File: config.mk
export PLATFORM = sky130hd
export DESIGN_NAME = tts_seq
export DESIGN_NICKNAME = d
export VERILOG_FILES = /design/src/logic/tts_pkg.sv /design/src/logic/tts_tmr_if.sv /design/src/logic/tts_timer.sv /design/src/logic/tts_seq.sv
export VERILOG_INCLUDE_DIRS = /design/src /design/src/logic
export SDC_FILE = /design/constraint.sdc
export NUM_CORES = 1
export LEC_CHECK = 0
export ABC_CLOCK_PERIOD_IN_PS = 4250
export BUFFER_PORTS_ARGS = -buffer_cell sky130_fd_sc_hd__buf_2
export CORE_ASPECT_RATIO = 1.5
export CORE_UTILIZATION = 55
export CTS_BUF_LIST = sky130_fd_sc_hd__clkbuf_8
export DETAILED_ROUTE_END_ITERATION = 12
export PLACE_DENSITY = 0.74
export SLEW_MARGIN = 20
export SYNTH_ARGS = -nofsm -noshare
export SYNTH_HDL_FRONTEND = slang
export SYNTH_SLANG_ARGS = --single-unit
File: constraint.sdc
create_clock -name hclk -period 4.25 [get_ports hclk]
set_clock_uncertainty 0.2 [all_clocks]
set_input_delay 0.6375 -clock hclk [delete_from_list [all_inputs] [get_ports hclk]]
set_output_delay 0.6375 -clock hclk [all_outputs]
set_load 0.05 [all_outputs]
File: src/logic/tts_defines.svh
`ifndef TTS_DEFINES_SVH
`define TTS_DEFINES_SVH
// Overview of operation
// - Real-trip initiator holds transmitter off for 2 s first.
// - Real-trip initiator then keys trip frequency 2 s, then returns to guard.
// - Loss of channel followed by trip frequency is a test command.
// - Real-trip responder asserts checkback trip and keys trip frequency 2 s.
// - Real-trip initiator treats returned trip as genuine: trip plus checkback.
// - Checkback initiator: off 1.5 s, then trip frequency 0.5 s.
// - Checkback responder: checkback trip, off 2 s, then trip frequency 0.5 s.
// - Checkback initiator answers returned trip with checkback trip only.
// - Three-frequency first exchange: initiator keys high frequency 0.5 s.
// - Three-frequency responder replies with the other frequency 0.5 s after 2 s off.
// - Three-frequency runs a second equivalent exchange for trip 2.
// - Trip 1 is high frequency, trip 2 is low frequency.
// - Trip-received contact energised while trip 1 or trip 2 received.
// - Trip-sent contact energised while trip 1 or trip 2 transmitted.
// - Real-trip mode: all jumpers 2-3, timer 3 s.
// - Two-frequency checkback: jumpers a-c 1-2, d 2-3, timer 7 s.
// - Three-frequency checkback: all jumpers 1-2, timer 7 s.
// - Three-frequency configuration never produces a genuine trip.
// - Receive lamp lit 0.5 s on trip; transmit lamp while keyed.

// ------------------------------------------------------------
// Timing
// ------------------------------------------------------------
`define TTS_CLK_MHZ 100
`define TTS_MS2CYC(ms) ((ms) * 1000 * `TTS_CLK_MHZ)
`define TTS_T_OFF_REAL_MS 2000
`define TTS_T_KEY_REAL_MS 2000
`define TTS_T_OFF_CB_MS 1500
`define TTS_T_KEY_CB_MS 500
`define TTS_T_RSP_OFF_MS 2000
`define TTS_T_LAMP_MS 500
`define TTS_T_SEC_MS 1000

// ------------------------------------------------------------
// Registers
// ------------------------------------------------------------
`define TTS_CTRL_OFS 8'h00
`define TTS_CFG_OFS 8'h04
`define TTS_STAT_OFS 8'h08
`define TTS_CTRL_GO 0
`define TTS_CTRL_ABORT 1
`define TTS_CFG_RST 8'h7f
`define TTS_STAT_PASS 8
`define TTS_STAT_FAIL 9

// ------------------------------------------------------------
// Mode straps (bit set = jumper in 1-2, a in bit 0)
// ------------------------------------------------------------
`define TTS_JMP_REAL 4'h0
`define TTS_JMP_CB2 4'h7
`define TTS_JMP_CB3 4'hf
`define TTS_TSET_REAL 4'h3
`define TTS_TSET_CB 4'h7
`endif

File: src/logic/tts_pkg.sv
package tts_pkg;
	typedef enum logic [1:0] {TTS_MODE_NONE, TTS_MODE_REAL, TTS_MODE_CB2, TTS_MODE_CB3} tts_mode_t;
	typedef enum logic [2:0] {ST_IDLE, ST_I_OFF, ST_I_KEY, ST_I_WAIT, ST_R_OFF, ST_R_KEY} tts_state_t;
endpackage

File: src/logic/tts_tmr_if.sv
`timescale 1ns/10ps
interface tts_tmr_if;
	logic load;
	logic [31:0] load_val;
	logic expired;
	modport ctrl (output load, output load_val, input expired);
	modport tmr (input load, input load_val, output expired);
endinterface

File: src/logic/tts_timer.sv
`timescale 1ns/10ps
module tts_timer
	import tts_pkg::*;
(
	input wire logic hclk,
	input wire logic hresetn,
	input wire logic ce,
	tts_tmr_if.tmr t
);
	logic [31:0] cnt_r;

	// Down counter, expires on its last cycle
	always_ff @(posedge hclk or negedge hresetn) begin
		if (!hresetn) begin
			cnt_r <= 32'h0000_0000;
		end else if (ce) begin
			if (t.load) begin
				cnt_r <= t.load_val;
			end else if (cnt_r != 32'h0000_0000) begin
				cnt_r <= cnt_r - 32'h0000_0001;
			end
		end
	end

	assign t.expired = (cnt_r == 32'h0000_0001) && !t.load;
endmodule

File: src/logic/tts_seq.sv
`timescale 1ns/10ps
`include "tts_defines.svh"
module tts_seq
	import tts_pkg::*;
#(
	parameter logic [31:0] T_OFF_REAL = `TTS_MS2CYC(`TTS_T_OFF_REAL_MS),
	parameter logic [31:0] T_KEY_REAL = `TTS_MS2CYC(`TTS_T_KEY_REAL_MS),
	parameter logic [31:0] T_OFF_CB = `TTS_MS2CYC(`TTS_T_OFF_CB_MS),
	parameter logic [31:0] T_KEY_CB = `TTS_MS2CYC(`TTS_T_KEY_CB_MS),
	parameter logic [31:0] T_RSP_OFF = `TTS_MS2CYC(`TTS_T_RSP_OFF_MS),
	parameter logic [31:0] T_LAMP = `TTS_MS2CYC(`TTS_T_LAMP_MS),
	parameter logic [31:0] T_SEC = `TTS_MS2CYC(`TTS_T_SEC_MS)
)
(
	input wire logic hclk,
	input wire logic hresetn,
	input wire logic ce,
	input wire logic hsel,
	input wire logic [31:0] haddr,
	input wire logic [1:0] htrans,
	input wire logic hwrite,
	input wire logic [2:0] hsize,
	input wire logic [31:0] hwdata,
	input wire logic hready,
	output logic hreadyout,
	output logic hresp,
	output logic [31:0] hrdata,
	input wire logic test_initiate_button,
	input wire logic ext_initiate,
	input wire logic rx_loss,
	input wire logic rx_trip_low,
	input wire logic rx_trip_high,
	output logic tx_off,
	output logic tx_key_low,
	output logic tx_key_high,
	output logic trip_out,
	output logic checkback_trip,
	output logic trip_sent_contact,
	output logic trip_received_contact,
	output logic led_rx_trip,
	output logic led_tx_trip
);
	tts_tmr_if tif();
	tts_state_t st_r;
	tts_mode_t mode;
	logic [7:0] cfg_r;
	logic [7:0] aph_a_r;
	logic aph_wr_r;
	logic go_r;
	logic abort_r;
	logic pass_r;
	logic fail_r;
	logic pass_set;
	logic fail_set;
	logic init_d_r;
	logic init_evt;
	logic rt_d_r;
	logic rt_rise;
	logic los_r;
	logic ret_pend_r;
	logic cmd_evt;
	logic ret_evt;
	logic exch_r;
	logic key_hi_r;
	logic real_r;
	logic ld_r;
	logic [31:0] ldv_r;
	logic [31:0] lamp_r;
	logic rcg;
	logic hreadyout_r;
	logic [31:0] hrdata_r;
	logic tx_off_r;
	logic tx_key_low_r;
	logic tx_key_high_r;
	logic trip_out_r;
	logic checkback_trip_r;
	logic trip_sent_r;
	logic trip_rcv_r;
	logic led_rx_r;
	logic led_tx_r;
	logic keying;
	logic [31:0] rd_mux;

	// ------------------------------------------------------------
	// Timer
	// ------------------------------------------------------------
	assign tif.load = ld_r;
	assign tif.load_val = ldv_r;

	tts_timer u_tmr (
		.hclk(hclk),
		.hresetn(hresetn),
		.ce(ce),
		.t(tif.tmr)
	);

	// ------------------------------------------------------------
	// Mode decode
	// ------------------------------------------------------------
	// Jumper pattern and timer setting together pick the mode
	always_comb begin
		mode = TTS_MODE_NONE;
		if (cfg_r[3:0] == `TTS_JMP_REAL && cfg_r[7:4] == `TTS_TSET_REAL) begin
			mode = TTS_MODE_REAL;
		end else if (cfg_r[3:0] == `TTS_JMP_CB2 && cfg_r[7:4] == `TTS_TSET_CB) begin
			mode = TTS_MODE_CB2;
		end else if (cfg_r[3:0] == `TTS_JMP_CB3 && cfg_r[7:4] == `TTS_TSET_CB) begin
			mode = TTS_MODE_CB3;
		end
	end

	// ------------------------------------------------------------
	// AHB-Lite slave
	// ------------------------------------------------------------
	always_comb begin
		rd_mux = 32'h0000_0000;
		unique case (haddr[7:0])
			`TTS_CTRL_OFS: rd_mux = 32'h0000_0000;
			`TTS_CFG_OFS: rd_mux = {24'h00_0000, cfg_r};
			`TTS_STAT_OFS: rd_mux = {22'h00_0000, fail_r, pass_r, 2'b00, st_r, mode, ld_r | (st_r != ST_IDLE)};
			default: rd_mux = 32'h0000_0000;
		endcase
	end

	// Address phase capture and read data
	always_ff @(posedge hclk or negedge hresetn) begin
		if (!hresetn) begin
			aph_wr_r <= 1'b0;
			aph_a_r <= 8'h00;
			hrdata_r <= 32'h0000_0000;
			hreadyout_r <= 1'b0;
		end else if (ce) begin
			hreadyout_r <= 1'b1;
			aph_wr_r <= hsel && hready && htrans[1] && hwrite;
			aph_a_r <= haddr[7:0];
			if (hsel && hready && htrans[1] && !hwrite) begin
				hrdata_r <= rd_mux;
			end
		end
	end

	// Data phase writes
	always_ff @(posedge hclk or negedge hresetn) begin
		if (!hresetn) begin
			cfg_r <= `TTS_CFG_RST;
			go_r <= 1'b0;
			abort_r <= 1'b0;
		end else if (ce) begin
			go_r <= aph_wr_r && aph_a_r == `TTS_CTRL_OFS && hwdata[`TTS_CTRL_GO];
			abort_r <= aph_wr_r && aph_a_r == `TTS_CTRL_OFS && hwdata[`TTS_CTRL_ABORT];
			if (aph_wr_r && aph_a_r == `TTS_CFG_OFS) begin
				cfg_r <= hwdata[7:0];
			end
		end
	end

	// Sticky result flags, set beats write-one clear
	always_ff @(posedge hclk or negedge hresetn) begin
		if (!hresetn) begin
			pass_r <= 1'b0;
			fail_r <= 1'b0;
		end else if (ce) begin
			if (pass_set) begin
				pass_r <= 1'b1;
			end else if (aph_wr_r && aph_a_r == `TTS_STAT_OFS && hwdata[`TTS_STAT_PASS]) begin
				pass_r <= 1'b0;
			end
			if (fail_set) begin
				fail_r <= 1'b1;
			end else if (aph_wr_r && aph_a_r == `TTS_STAT_OFS && hwdata[`TTS_STAT_FAIL]) begin
				fail_r <= 1'b0;
			end
		end
	end

	// ------------------------------------------------------------
	// Channel event tracking
	// ------------------------------------------------------------
	assign init_evt = ((test_initiate_button || ext_initiate) && !init_d_r) || go_r;
	assign rt_rise = (rx_trip_low || rx_trip_high) && !rt_d_r;
	assign cmd_evt = st_r == ST_IDLE && !ld_r && los_r && rt_rise;
	// Return may rise while still keyed; held pending until the wait state
	assign ret_evt = st_r == ST_I_WAIT && !ld_r && (ret_pend_r || (rt_rise && (los_r || mode == TTS_MODE_REAL)));
	assign rcg = cmd_evt || ret_evt;
	assign pass_set = ret_evt && (mode != TTS_MODE_CB3 || exch_r);
	assign fail_set = st_r == ST_I_WAIT && tif.expired && !ld_r && !ret_evt;

	// Loss seen, cleared once guard returns
	always_ff @(posedge hclk or negedge hresetn) begin
		if (!hresetn) begin
			init_d_r <= 1'b0;
			rt_d_r <= 1'b0;
			los_r <= 1'b0;
			ret_pend_r <= 1'b0;
		end else if (ce) begin
			if (ret_evt || (st_r != ST_I_KEY && st_r != ST_I_WAIT)) begin
				ret_pend_r <= 1'b0;
			end else if (rt_rise && (los_r || mode == TTS_MODE_REAL)) begin
				ret_pend_r <= 1'b1;
			end
			init_d_r <= test_initiate_button || ext_initiate;
			rt_d_r <= rx_trip_low || rx_trip_high;
			if (rx_loss) begin
				los_r <= 1'b1;
			end else if (!rx_trip_low && !rx_trip_high) begin
				los_r <= 1'b0;
			end
		end
	end

	// ------------------------------------------------------------
	// Sequence state machine
	// ------------------------------------------------------------
	always_ff @(posedge hclk or negedge hresetn) begin
		if (!hresetn) begin
			st_r <= ST_IDLE;
			ld_r <= 1'b0;
			ldv_r <= 32'h0000_0000;
			exch_r <= 1'b0;
			key_hi_r <= 1'b0;
		end else if (ce) begin
			ld_r <= 1'b0;
			if (abort_r) begin
				st_r <= ST_IDLE;
			end else if (!ld_r) begin
				unique case (st_r)
					ST_IDLE: begin
						if (cmd_evt && mode != TTS_MODE_NONE) begin
							// Reply with the other frequency in three-frequency mode
							key_hi_r <= mode == TTS_MODE_CB3 && rx_trip_low;
							ld_r <= 1'b1;
							if (mode == TTS_MODE_REAL) begin
								st_r <= ST_R_KEY;
								ldv_r <= T_KEY_REAL;
							end else begin
								st_r <= ST_R_OFF;
								ldv_r <= T_RSP_OFF;
							end
						end else if (init_evt && mode != TTS_MODE_NONE) begin // Initiate only from idle
							st_r <= ST_I_OFF;
							exch_r <= 1'b0;
							ld_r <= 1'b1;
							ldv_r <= mode == TTS_MODE_REAL ? T_OFF_REAL : T_OFF_CB;
						end
					end
					ST_I_OFF: begin
						if (tif.expired) begin
							st_r <= ST_I_KEY;
							key_hi_r <= mode == TTS_MODE_CB3 && !exch_r;
							ld_r <= 1'b1;
							ldv_r <= mode == TTS_MODE_REAL ? T_KEY_REAL : T_KEY_CB;
						end
					end
					ST_I_KEY: begin
						if (tif.expired) begin
							// Back to guard, sequence timer bounds the wait
							st_r <= ST_I_WAIT;
							ld_r <= 1'b1;
							ldv_r <= 32'(32'(cfg_r[7:4]) * T_SEC);
						end
					end
					ST_I_WAIT: begin
						if (ret_evt && mode == TTS_MODE_CB3 && !exch_r) begin
							st_r <= ST_I_OFF;
							exch_r <= 1'b1;
							ld_r <= 1'b1;
							ldv_r <= T_OFF_CB;
						end else if (ret_evt || tif.expired) begin
							st_r <= ST_IDLE;
						end
					end
					ST_R_OFF: begin
						if (tif.expired) begin
							st_r <= ST_R_KEY;
							ld_r <= 1'b1;
							ldv_r <= T_KEY_CB;
						end
					end
					ST_R_KEY: begin
						if (tif.expired) begin
							st_r <= ST_IDLE;
						end
					end
				endcase
			end
		end
	end

	// ------------------------------------------------------------
	// Recognition lamp and trip outputs
	// ------------------------------------------------------------
	always_ff @(posedge hclk or negedge hresetn) begin
		if (!hresetn) begin
			lamp_r <= 32'h0000_0000;
			real_r <= 1'b0;
		end else if (ce) begin
			if (rcg) begin
				lamp_r <= T_LAMP;
				// Genuine trip only for real-trip initiator
				real_r <= ret_evt && mode == TTS_MODE_REAL;
			end else if (lamp_r != 32'h0000_0000) begin
				lamp_r <= lamp_r - 32'h0000_0001;
			end
		end
	end

	assign keying = st_r == ST_I_KEY || st_r == ST_R_KEY;

	// Registered output drivers
	always_ff @(posedge hclk or negedge hresetn) begin
		if (!hresetn) begin
			tx_off_r <= 1'b0;
			tx_key_low_r <= 1'b0;
			tx_key_high_r <= 1'b0;
			trip_out_r <= 1'b0;
			checkback_trip_r <= 1'b0;
			trip_sent_r <= 1'b0;
			trip_rcv_r <= 1'b0;
			led_rx_r <= 1'b0;
			led_tx_r <= 1'b0;
		end else if (ce) begin
			tx_off_r <= st_r == ST_I_OFF || st_r == ST_R_OFF;
			tx_key_low_r <= keying && !key_hi_r;
			tx_key_high_r <= keying && key_hi_r;
			checkback_trip_r <= lamp_r != 32'h0000_0000;
			trip_out_r <= lamp_r != 32'h0000_0000 && real_r && mode == TTS_MODE_REAL;
			trip_sent_r <= keying;
			trip_rcv_r <= rx_trip_low || rx_trip_high;
			led_rx_r <= lamp_r != 32'h0000_0000;
			led_tx_r <= keying;
		end
	end

	assign hreadyout = hreadyout_r;
	assign hresp = 1'b0;
	assign hrdata = hrdata_r;
	assign tx_off = tx_off_r;
	assign tx_key_low = tx_key_low_r;
	assign tx_key_high = tx_key_high_r;
	assign trip_out = trip_out_r;
	assign checkback_trip = checkback_trip_r;
	assign trip_sent_contact = trip_sent_r;
	assign trip_received_contact = trip_rcv_r;
	assign led_rx_trip = led_rx_r;
	assign led_tx_trip = led_tx_r;
endmodule

After elaboration in Yosys (flattened, before gate mapping)
Index checks and enable logic that the tools add are counted.

Input bits: 80. Flip-flop bits (word level): 167.

Mux-type cells: 51. Bitwise logic cells: 3. Eq/ne operators: 34. Multipliers: 1. Add/sub/neg operators: 2. Reduce and logical (&&, ||, !) cells: 90.

Operators by type and width (count): 32-bit two-way mux (10); 32-bit case mux with 5 select lines (1); 32-bit nonzero test (2); 32-bit by 1-bit subtractor with 32-bit output (second input constant) (2); 1-bit logical AND (40); 32-bit by 1-bit equality test with 1-bit output (second input constant) (1); 3-bit two-way mux (10); 28-bit two-way mux (1); 26-bit two-way mux (1); 4-bit by 19-bit multiplier with 23-bit output (second input constant) (1); 1-bit two-way mux (20); 10-bit case mux with 2 select lines (1); 3-bit case mux with 6 select lines (1); 2-bit AND reduction (9); 2-bit nonzero test (9); 8-bit by 3-bit equality test with 1-bit output (second input constant) (2); 8-bit by 4-bit equality test with 1-bit output (second input constant) (2); 2-bit inequality test (second input constant) (6); 3-bit inequality test (second input constant) (4); 1-bit logical OR (11); 1-bit logical NOT (9); 9-bit AND reduction (1); 4-bit by 3-bit equality test with 1-bit output (second input constant) (2); 8-bit logical NOT (1); 24 further kinds (34).

Depth between registers and ports, before layout
Gate-level depths: netlist of run 1.

Word-level depth: 16. Gate-level depth with buffers: 12. Mapped depth without buffers: 12.

By module
Synthesis of run 1 repeated with hierarchy kept, for this count alone.

Cells, all modules: 938. Area, all modules: 8548.2 um2.

By module, submodules not included: tts_seq (area each 6274.8 um2, times used 1, cells an instance 667); tts_timer (area each 2273.4 um2, times used 1, cells an instance 271).

Worst setup path after synthesis of run 1
No wires, ideal clock.

Path kind: reg-to-reg. Start: register cfg_r[6]. End: register ldv_r[25]. Required time: 3.924 ns. Library setup time: 0.126 ns. Stages on the path, launching flop included: 12. Path slack: 0.667 ns. Path buffers: 0. Arrival: 3.257 ns. Path through: dfstp_2 -> fa_1 -> inv_1 -> fa_1 -> fa_1 -> nor2b_1 -> o2111ai_1 -> a21oi_1 -> o21ai_1 -> xnor2_1 -> a2111oi_4 -> nor2_1.

Word-level cells in the longest chain between the ends: 14. Elaborated cells between the ends (all ways): 28. Classes of those cells: 1 x mul; 6 x eq/ne; 8 x mux; 13 x reduce/logical.

Ends and longest elaborated chain: start, declared (line tts_seq.sv:46) `logic [7:0] cfg_r;`; start signal, assigned (line tts_seq.sv:145) `` cfg_r <= `TTS_CFG_RST; ``; start signal, assigned (line tts_seq.sv:152) `cfg_r <= hwdata[7:0];`; parallel branches: the longest is 14 deep, another holds 4-bit by 19-bit multiplier with 23-bit output; end signal, assigned (line tts_seq.sv:243) `ldv_r <= mode == TTS_MODE_REAL ? T_OFF_REAL : T_OFF_CB;`; end signal, assigned (line tts_seq.sv:251) `ldv_r <= mode == TTS_MODE_REAL ? T_KEY_REAL : T_KEY_CB;`; end signal, assigned (line tts_seq.sv:259) `ldv_r <= 32'(32'(cfg_r[7:4]) * T_SEC);`; end, declared (line tts_seq.sv:67) `logic [31:0] ldv_r;`.

Parallel ways; which one is timed is not known. The select of a mux whose other input is x is not followed. A chain may end at the register's enable or synchronous reset.

Final worst setup path of run 1
Start: register cfg_r[5]. End: register ldv_r[25].

Same word-level chain as after synthesis.

==> out/qor.txt, run 1 <==
outcome: finished, final reports clean
final core utilization: 0.607
GP Congestion: 0.901
total of max-cap violations: 0
Clk pwr share: 0.284
initial antenna violation count: 0
area of placed instances: 0.00883 sq mm
Detailed Place HPWL: 14100 microns
period utilization: 0.892
pre-CTS setup slack: 494 ps
Clock transition at path regs: 90 ps
final WL: 19600 microns
PostCTS Resize Cnt: 0
Ports: 123
Seq/Total Area, Yosys: 0.397
syn_area_per_cell: 9.12 sq um
initial core utilization: 0.565
global-route wire length before repair: 33400 microns
CTS Buffer Depth: 2
FF+latch area: 0.00341 sq mm
Die Wd: 104 microns
Leak: 3.96 nW
multiplexer area fraction after synthesis: 0.0356
sequential group share of total power: 0.435
Diodes inserted: 0
Cells after Synth: 943
synth unique cells: 87
measured slew at the worst slew-check pin: 926 ps
Starting DRT DRC Count: 310
vias: 7115
Tmin final: 3790 ps
Post-CTS Hold Fix Bufs: 0
Core Rows: 55
CP startpoint kind: flop
Clk Latency, worst-skew pair: 470 ps
Slew headroom: 0.381
worst setup path class: flop to flop
RSZ-0062 raised after global routing: no
design area: 0.00923 sq mm
Int Pwr: 2.30 mW
Die Span Y: 155 microns
Post-synth EDFFs: 0
Synth Area in Compound Gates: 0.185
Hold Slack: 64.6 ps
DRC viols: 0
synth warn: 0
H-tree depth: 4
CTS buffer count: 17
antenna-violating nets left: 0
postcts setup bufs: 0
CTS root buffer: clkbuf_8
Max Slew Vio Count: 0
Adder-Cell Fraction of Synth Area: 0.0579
# setup viols final: 0
Netlist Area Pre-Place: 0.00860 sq mm
Cell Pwr Density: 403 mW/mm^2
simple-gate share of the synthesized area: 0.229
peak supply drop: 0.322 mV
xor/xnor share of the synthesized area: 0.0295
register bit total from synthesis: 136
Crit. End Element: flop
Switch Pwr: 1.42 mW
crit-path max FO: 7
most frequent cells in the layout: 129 x dfrtp_1, 94 x nand2_1, 86 x a21oi_1
grt total ovfl: 0
CTS tree: yes
setup tns final: 0 ps
vias in the first global route: 6913
crit path DAT: 3930 ps
Routed WL per cell: 16.4 microns
ys flop type: dfrtp_1
die area: 0.0161 sq mm
worst setup margin: 459 ps
asr flop ratio synth: 1.00
largest net degree at the start of global routing: 111
net switching fraction of the power: 0.382
drt pass-1 iters: 4
overall power: 3.72 mW
endpoints failing hold: 0
GRT Overall Usage: 0.256
Comb power frac: 0.281
area delta synth->final: 7.36%
Placed Cells: 1160
main combinational cell family by area after synthesis: simple AND/OR/NAND/NOR gates
clk sinks: 136
IO Port Bufs: 49
final net count: 1095
Tightest Hold Check Type: input pin to async pin
fmax: 0.264 GHz
layout cells sized above 1: 0.161
most common cell after layout, fill and taps aside: dfrtp_1
Placeable Area: 0.0152 sq mm
Via density: 5.97
# fillers: 1316
WP data required: 4390 ps
Finished Layout Cells: 1192
area of the multi-input gates: 0.00471 sq mm
==> per-layer routing <==
layer,share of wire,vias up,routed length [microns],track usage
met1,0.43,3449,8380,0.311
met2,0.51,160,10000,0.458
met3,0.031,39,607,0.0285
met4,0.028,0,550,0.113
li1,-,3467,-,-
met5,0,-,0,0
==> cell families (layout without fill, tap and decap cells) <==
group           Yosys count  after routing
xor+xnor                 29             29
buf+inv                  96            124
flops                   136            136
compound gates          249            249
other cells               1             23
mux                      28             28
simple gates            369            369
fa+ha+maj                35             35
==> cells in the mapped netlist (4+ instances only) <==
library cell	instances	share of area
or3_1	15	0.011
xnor2_1	19	0.019
nand2_1	94	0.041
a21oi_1	86	0.050
o21ai_0	60	0.035
dfstp_2	7	0.021
a21o_1	6	0.0052
buf_4	27	0.024
o2bb2ai_1	4	0.0041
nor4_4	4	0.0099
o31ai_1	11	0.0096
buf_2	5	0.0029
mux2_2	21	0.027
and2_1	5	0.0036
nand2b_1	10	0.0073
ha_1	27	0.039
fa_1	8	0.019
clkbuf_1	24	0.010
nor3_1	41	0.024
xor2_1	10	0.010
and3_1	4	0.0029
nor2_1	79	0.034
nand4_1	6	0.0044
o211ai_1	6	0.0052
nand3_1	38	0.022
or4_1	9	0.0079
clkbuf_8	8	0.013
mux2i_1	7	0.0081
nor4_1	21	0.015
o22ai_1	22	0.016
dfrtp_1	129	0.38
a32oi_1	5	0.0051
nor3b_1	5	0.0044
nor2b_1	8	0.0058
inv_1	27	0.012
o21a_1	5	0.0044
a22oi_1	6	0.0052
==> power by group through the flow <==
stage	Clock, mW	Sequential, mW	Combinational, mW
final	1.06	1.62	1.04
after CTS	1.08	1.61	1.04
after floorplan	0	1.71	0.741
after global routing	1.12	1.65	1.15
after global placement	0	1.63	1.01
after detailed placement	0	1.64	1.03
==> worst max-delay path, stage by stage (launching register included) <==
cell and delay, ps:
dfstp_2 610, fa_1 490, inv_1 120, fa_1 460, fa_1 470, nor2b_1 200
o2111ai_1 170, a21oi_1 270, o21ai_1 100, xnor2_1 160, a2111oi_4 360, nor2_1 60
==> flip-flops by register name, indices dropped and copies added (netlist names), 3 cells and up <==
signal       count
aph_a_r          8
cfg_r            8
hrdata          10
lamp_r          32
ldv_r           23
st_r             3
u_tmr.cnt_r     32
==> cell type report <==
class,count,area share
clock inverters,15,0.0171
multi-input cells,733,0.510
flip-flops and latches,136,0.370
well taps,199,0.0270
repair buffers,64,0.0397
inverters,28,0.0114
clock buffers,17,0.0253
==> final timing paths <==
kind / startpoint / to / slack, ps / depth (start not counted)
hold / removal: hresetn / lamp_r[14] / 60 / 1
setup reg to reg: cfg_r[5] / ldv_r[25] / 460 / 11
setup / recovery: cfg_r[5] / ldv_r[25] / 460 / 11
min in group hclk: hwdata[3] / cfg_r[3] / 190 / 2
max in group asynchronous: hresetn / ldv_r[22] / 2990 / 2
hold reg to reg: hreadyout / hreadyout / 260 / 1
Power figures use the tool's default switching activity.
==> run 2, diff against run 1 <==
Settings changed: ABC_CLOCK_PERIOD_IN_PS 4250 to unset, MAX_ROUTING_LAYER set to met4.
==> out/qor.txt, run 2 (synthesis gave the netlist of run 1 again) <==
area delta synth->final: 7.61% (was 7.36%)
drt pass-1 iters: 5 (was 4)
FF+latch area: 0.00341 sq mm (unchanged)
IO Port Bufs: 49 (unchanged)
biggest regs: lamp_r x32, u_tmr.cnt_r x32, ldv_r x23 (unchanged)
vias in the first global route: 6793 (was 6913)
Die Span Y: 155 microns (unchanged)
terminus of the critical flop-to-flop path: ldv_r[25] (unchanged)
CP startpoint kind: flop (unchanged)
# setup viols final: 0 (unchanged)
crit path DAT: 3980 ps (was 3930 ps)
final WL: 19700 microns (was 19600 microns)
period utilization: 0.903 (was 0.892)
Slew headroom: 0.340 (was 0.381)
CTS root buffer: clkbuf_8 (unchanged)
CTS tree: yes (unchanged)
Routed WL per cell: 16.5 microns (was 16.4 microns)
GP Congestion: 0.914 (was 0.901)
GRT Overall Usage: 0.264 (was 0.256)
layout cells sized above 1: 0.158 (was 0.161)
CTS buffer count: 17 (unchanged)
Clk Latency, worst-skew pair: 470 ps (about the same)
most frequent cells in the layout: 129 x dfrtp_1, 94 x nand2_1, 86 x a21oi_1 (unchanged)
crit path to: ldv_r[25] (unchanged)
H-tree depth: 4 (unchanged)
fmax: 0.261 GHz (was 0.264 GHz)
# fillers: 1330 (was 1316)
die area: 0.0161 sq mm (unchanged)
Post-CTS Hold Fix Bufs: 0 (unchanged)
Die Wd: 104 microns (unchanged)
worst setup path class: flop to flop (unchanged)
Diodes inserted: 0 (unchanged)
Placeable Area: 0.0152 sq mm (unchanged)
global-route wire length before repair: 33300 microns (was 33400 microns)
Starting DRT DRC Count: 352 (was 310)
Via density: 5.94 (was 5.97)
Tmin final: 3840 ps (was 3790 ps)
grt total ovfl: 0 (unchanged)
vias: 7069 (was 7115)
antenna-violating nets left: 0 (unchanged)
CP Launch Point: cfg_r[5] (unchanged)
crit-path max FO: 7 (unchanged)
endpoints failing hold: 0 (unchanged)
initial antenna violation count: 0 (unchanged)
DRC viols: 0 (unchanged)
design area: 0.00925 sq mm (was 0.00923 sq mm)
Core Rows: 55 (unchanged)
measured slew at the worst slew-check pin: 988 ps (was 926 ps)
outcome: finished, final reports clean (unchanged)
Ports: 123 (unchanged)
Cell Pwr Density: 414 mW/mm^2 (was 403 mW/mm^2)
overall power: 3.83 mW (was 3.72 mW)
peak supply drop: 0.343 mV (was 0.322 mV)
postcts setup bufs: 0 (unchanged)
Crit. End Element: flop (unchanged)
R2R Setup Slk: 410 ps (was 460 ps)
total of max-cap violations: 0 (unchanged)
most common cell after layout, fill and taps aside: dfrtp_1 (unchanged)
Clock transition at path regs: 90 ps (about the same)
Detailed Place HPWL: 14100 microns (about the same)
Hold Slack: 51.0 ps (was 64.6 ps)
RSZ-0062 raised after global routing: no (unchanged)
initial core utilization: 0.565 (unchanged)
CTS Buffer Depth: 2 (unchanged)
FF-to-FF Start: cfg_r[5] (unchanged)
clk sinks: 136 (unchanged)
PostCTS Resize Cnt: 0 (unchanged)
area of the multi-input gates: 0.00470 sq mm (was 0.00471 sq mm)
worst reg-to-reg path cell count: 11 (unchanged)
Leak: 3.97 nW (was 3.96 nW)
area of placed instances: 0.00882 sq mm (was 0.00883 sq mm)
setup tns final: 0 ps (unchanged)
Max Slew Vio Count: 0 (unchanged)
final net count: 1093 (was 1095)
largest net degree at the start of global routing: 113 (was 111)
WP data required: 4390 ps (about the same)
Tightest Hold Check Type: input pin to async pin (unchanged)
## run 2: area by class of cell
cell class | count | share of cell area
Multi-Input combinational cell | 733 | 0.508
Tap cell | 199 | 0.0269
Sequential cell | 136 | 0.369
Inverter | 28 | 0.0114
Clock buffer | 18 | 0.0268
Timing Repair Buffer | 62 | 0.0380
Clock inverter | 14 | 0.0200
## run 2: per-stage QoR
stage | setup slack [ps] | instances | util
CTS | 393 | 1190 | 0.608
detailed placement | 420 | 1158 | 0.580
finish | 412 | 1190 | 0.608
global route | 161 | 1190 | 0.608
floorplan | 667 | 965 | -
global placement | 472 | 1158 | 0.580
## run 2: critical path, cell delays in order, from the launching register on
cell	delay (ps)
dfstp_2	630
fa_1	490
inv_1	120
fa_1	460
fa_1	470
nor2b_1	190
o2111ai_1	170
a21oi_1	280
o21ai_1	100
xnor2_1	170
a2111oi_4	360
nor2_1	60
## run 2: worst min path at each step
stage | from | slack [ps] | end | cells past startpoint
floorplan | hresetn | 140 | abort_r | 0
global placement | hreadyout | 250 | hreadyout | 1
detailed placement | hreadyout | 250 | hreadyout | 1
CTS | hresetn | 140 | lamp_r[14] | 1
global route | hresetn | 140 | lamp_r[6] | 1
finish | hresetn | 50 | lamp_r[16] | 1
## run 2: metal layers
| metal | part of all wire | global-route usage | up-vias |
|---|---|---|---|
| met5 | 0 | - | - |
| met4 | 0.030 | 0.122 | 0 |
| met3 | 0.039 | 0.0490 | 45 |
| met2 | 0.50 | 0.441 | 192 |
| met1 | 0.43 | 0.309 | 3367 |
| li1 | - | - | 3465 |
## run 2: report_power, final
part	switching (mW)	internal (mW)
sequential	0.163	1.45
combinational	0.676	0.361
clock	0.564	0.611
total	1.40	2.42
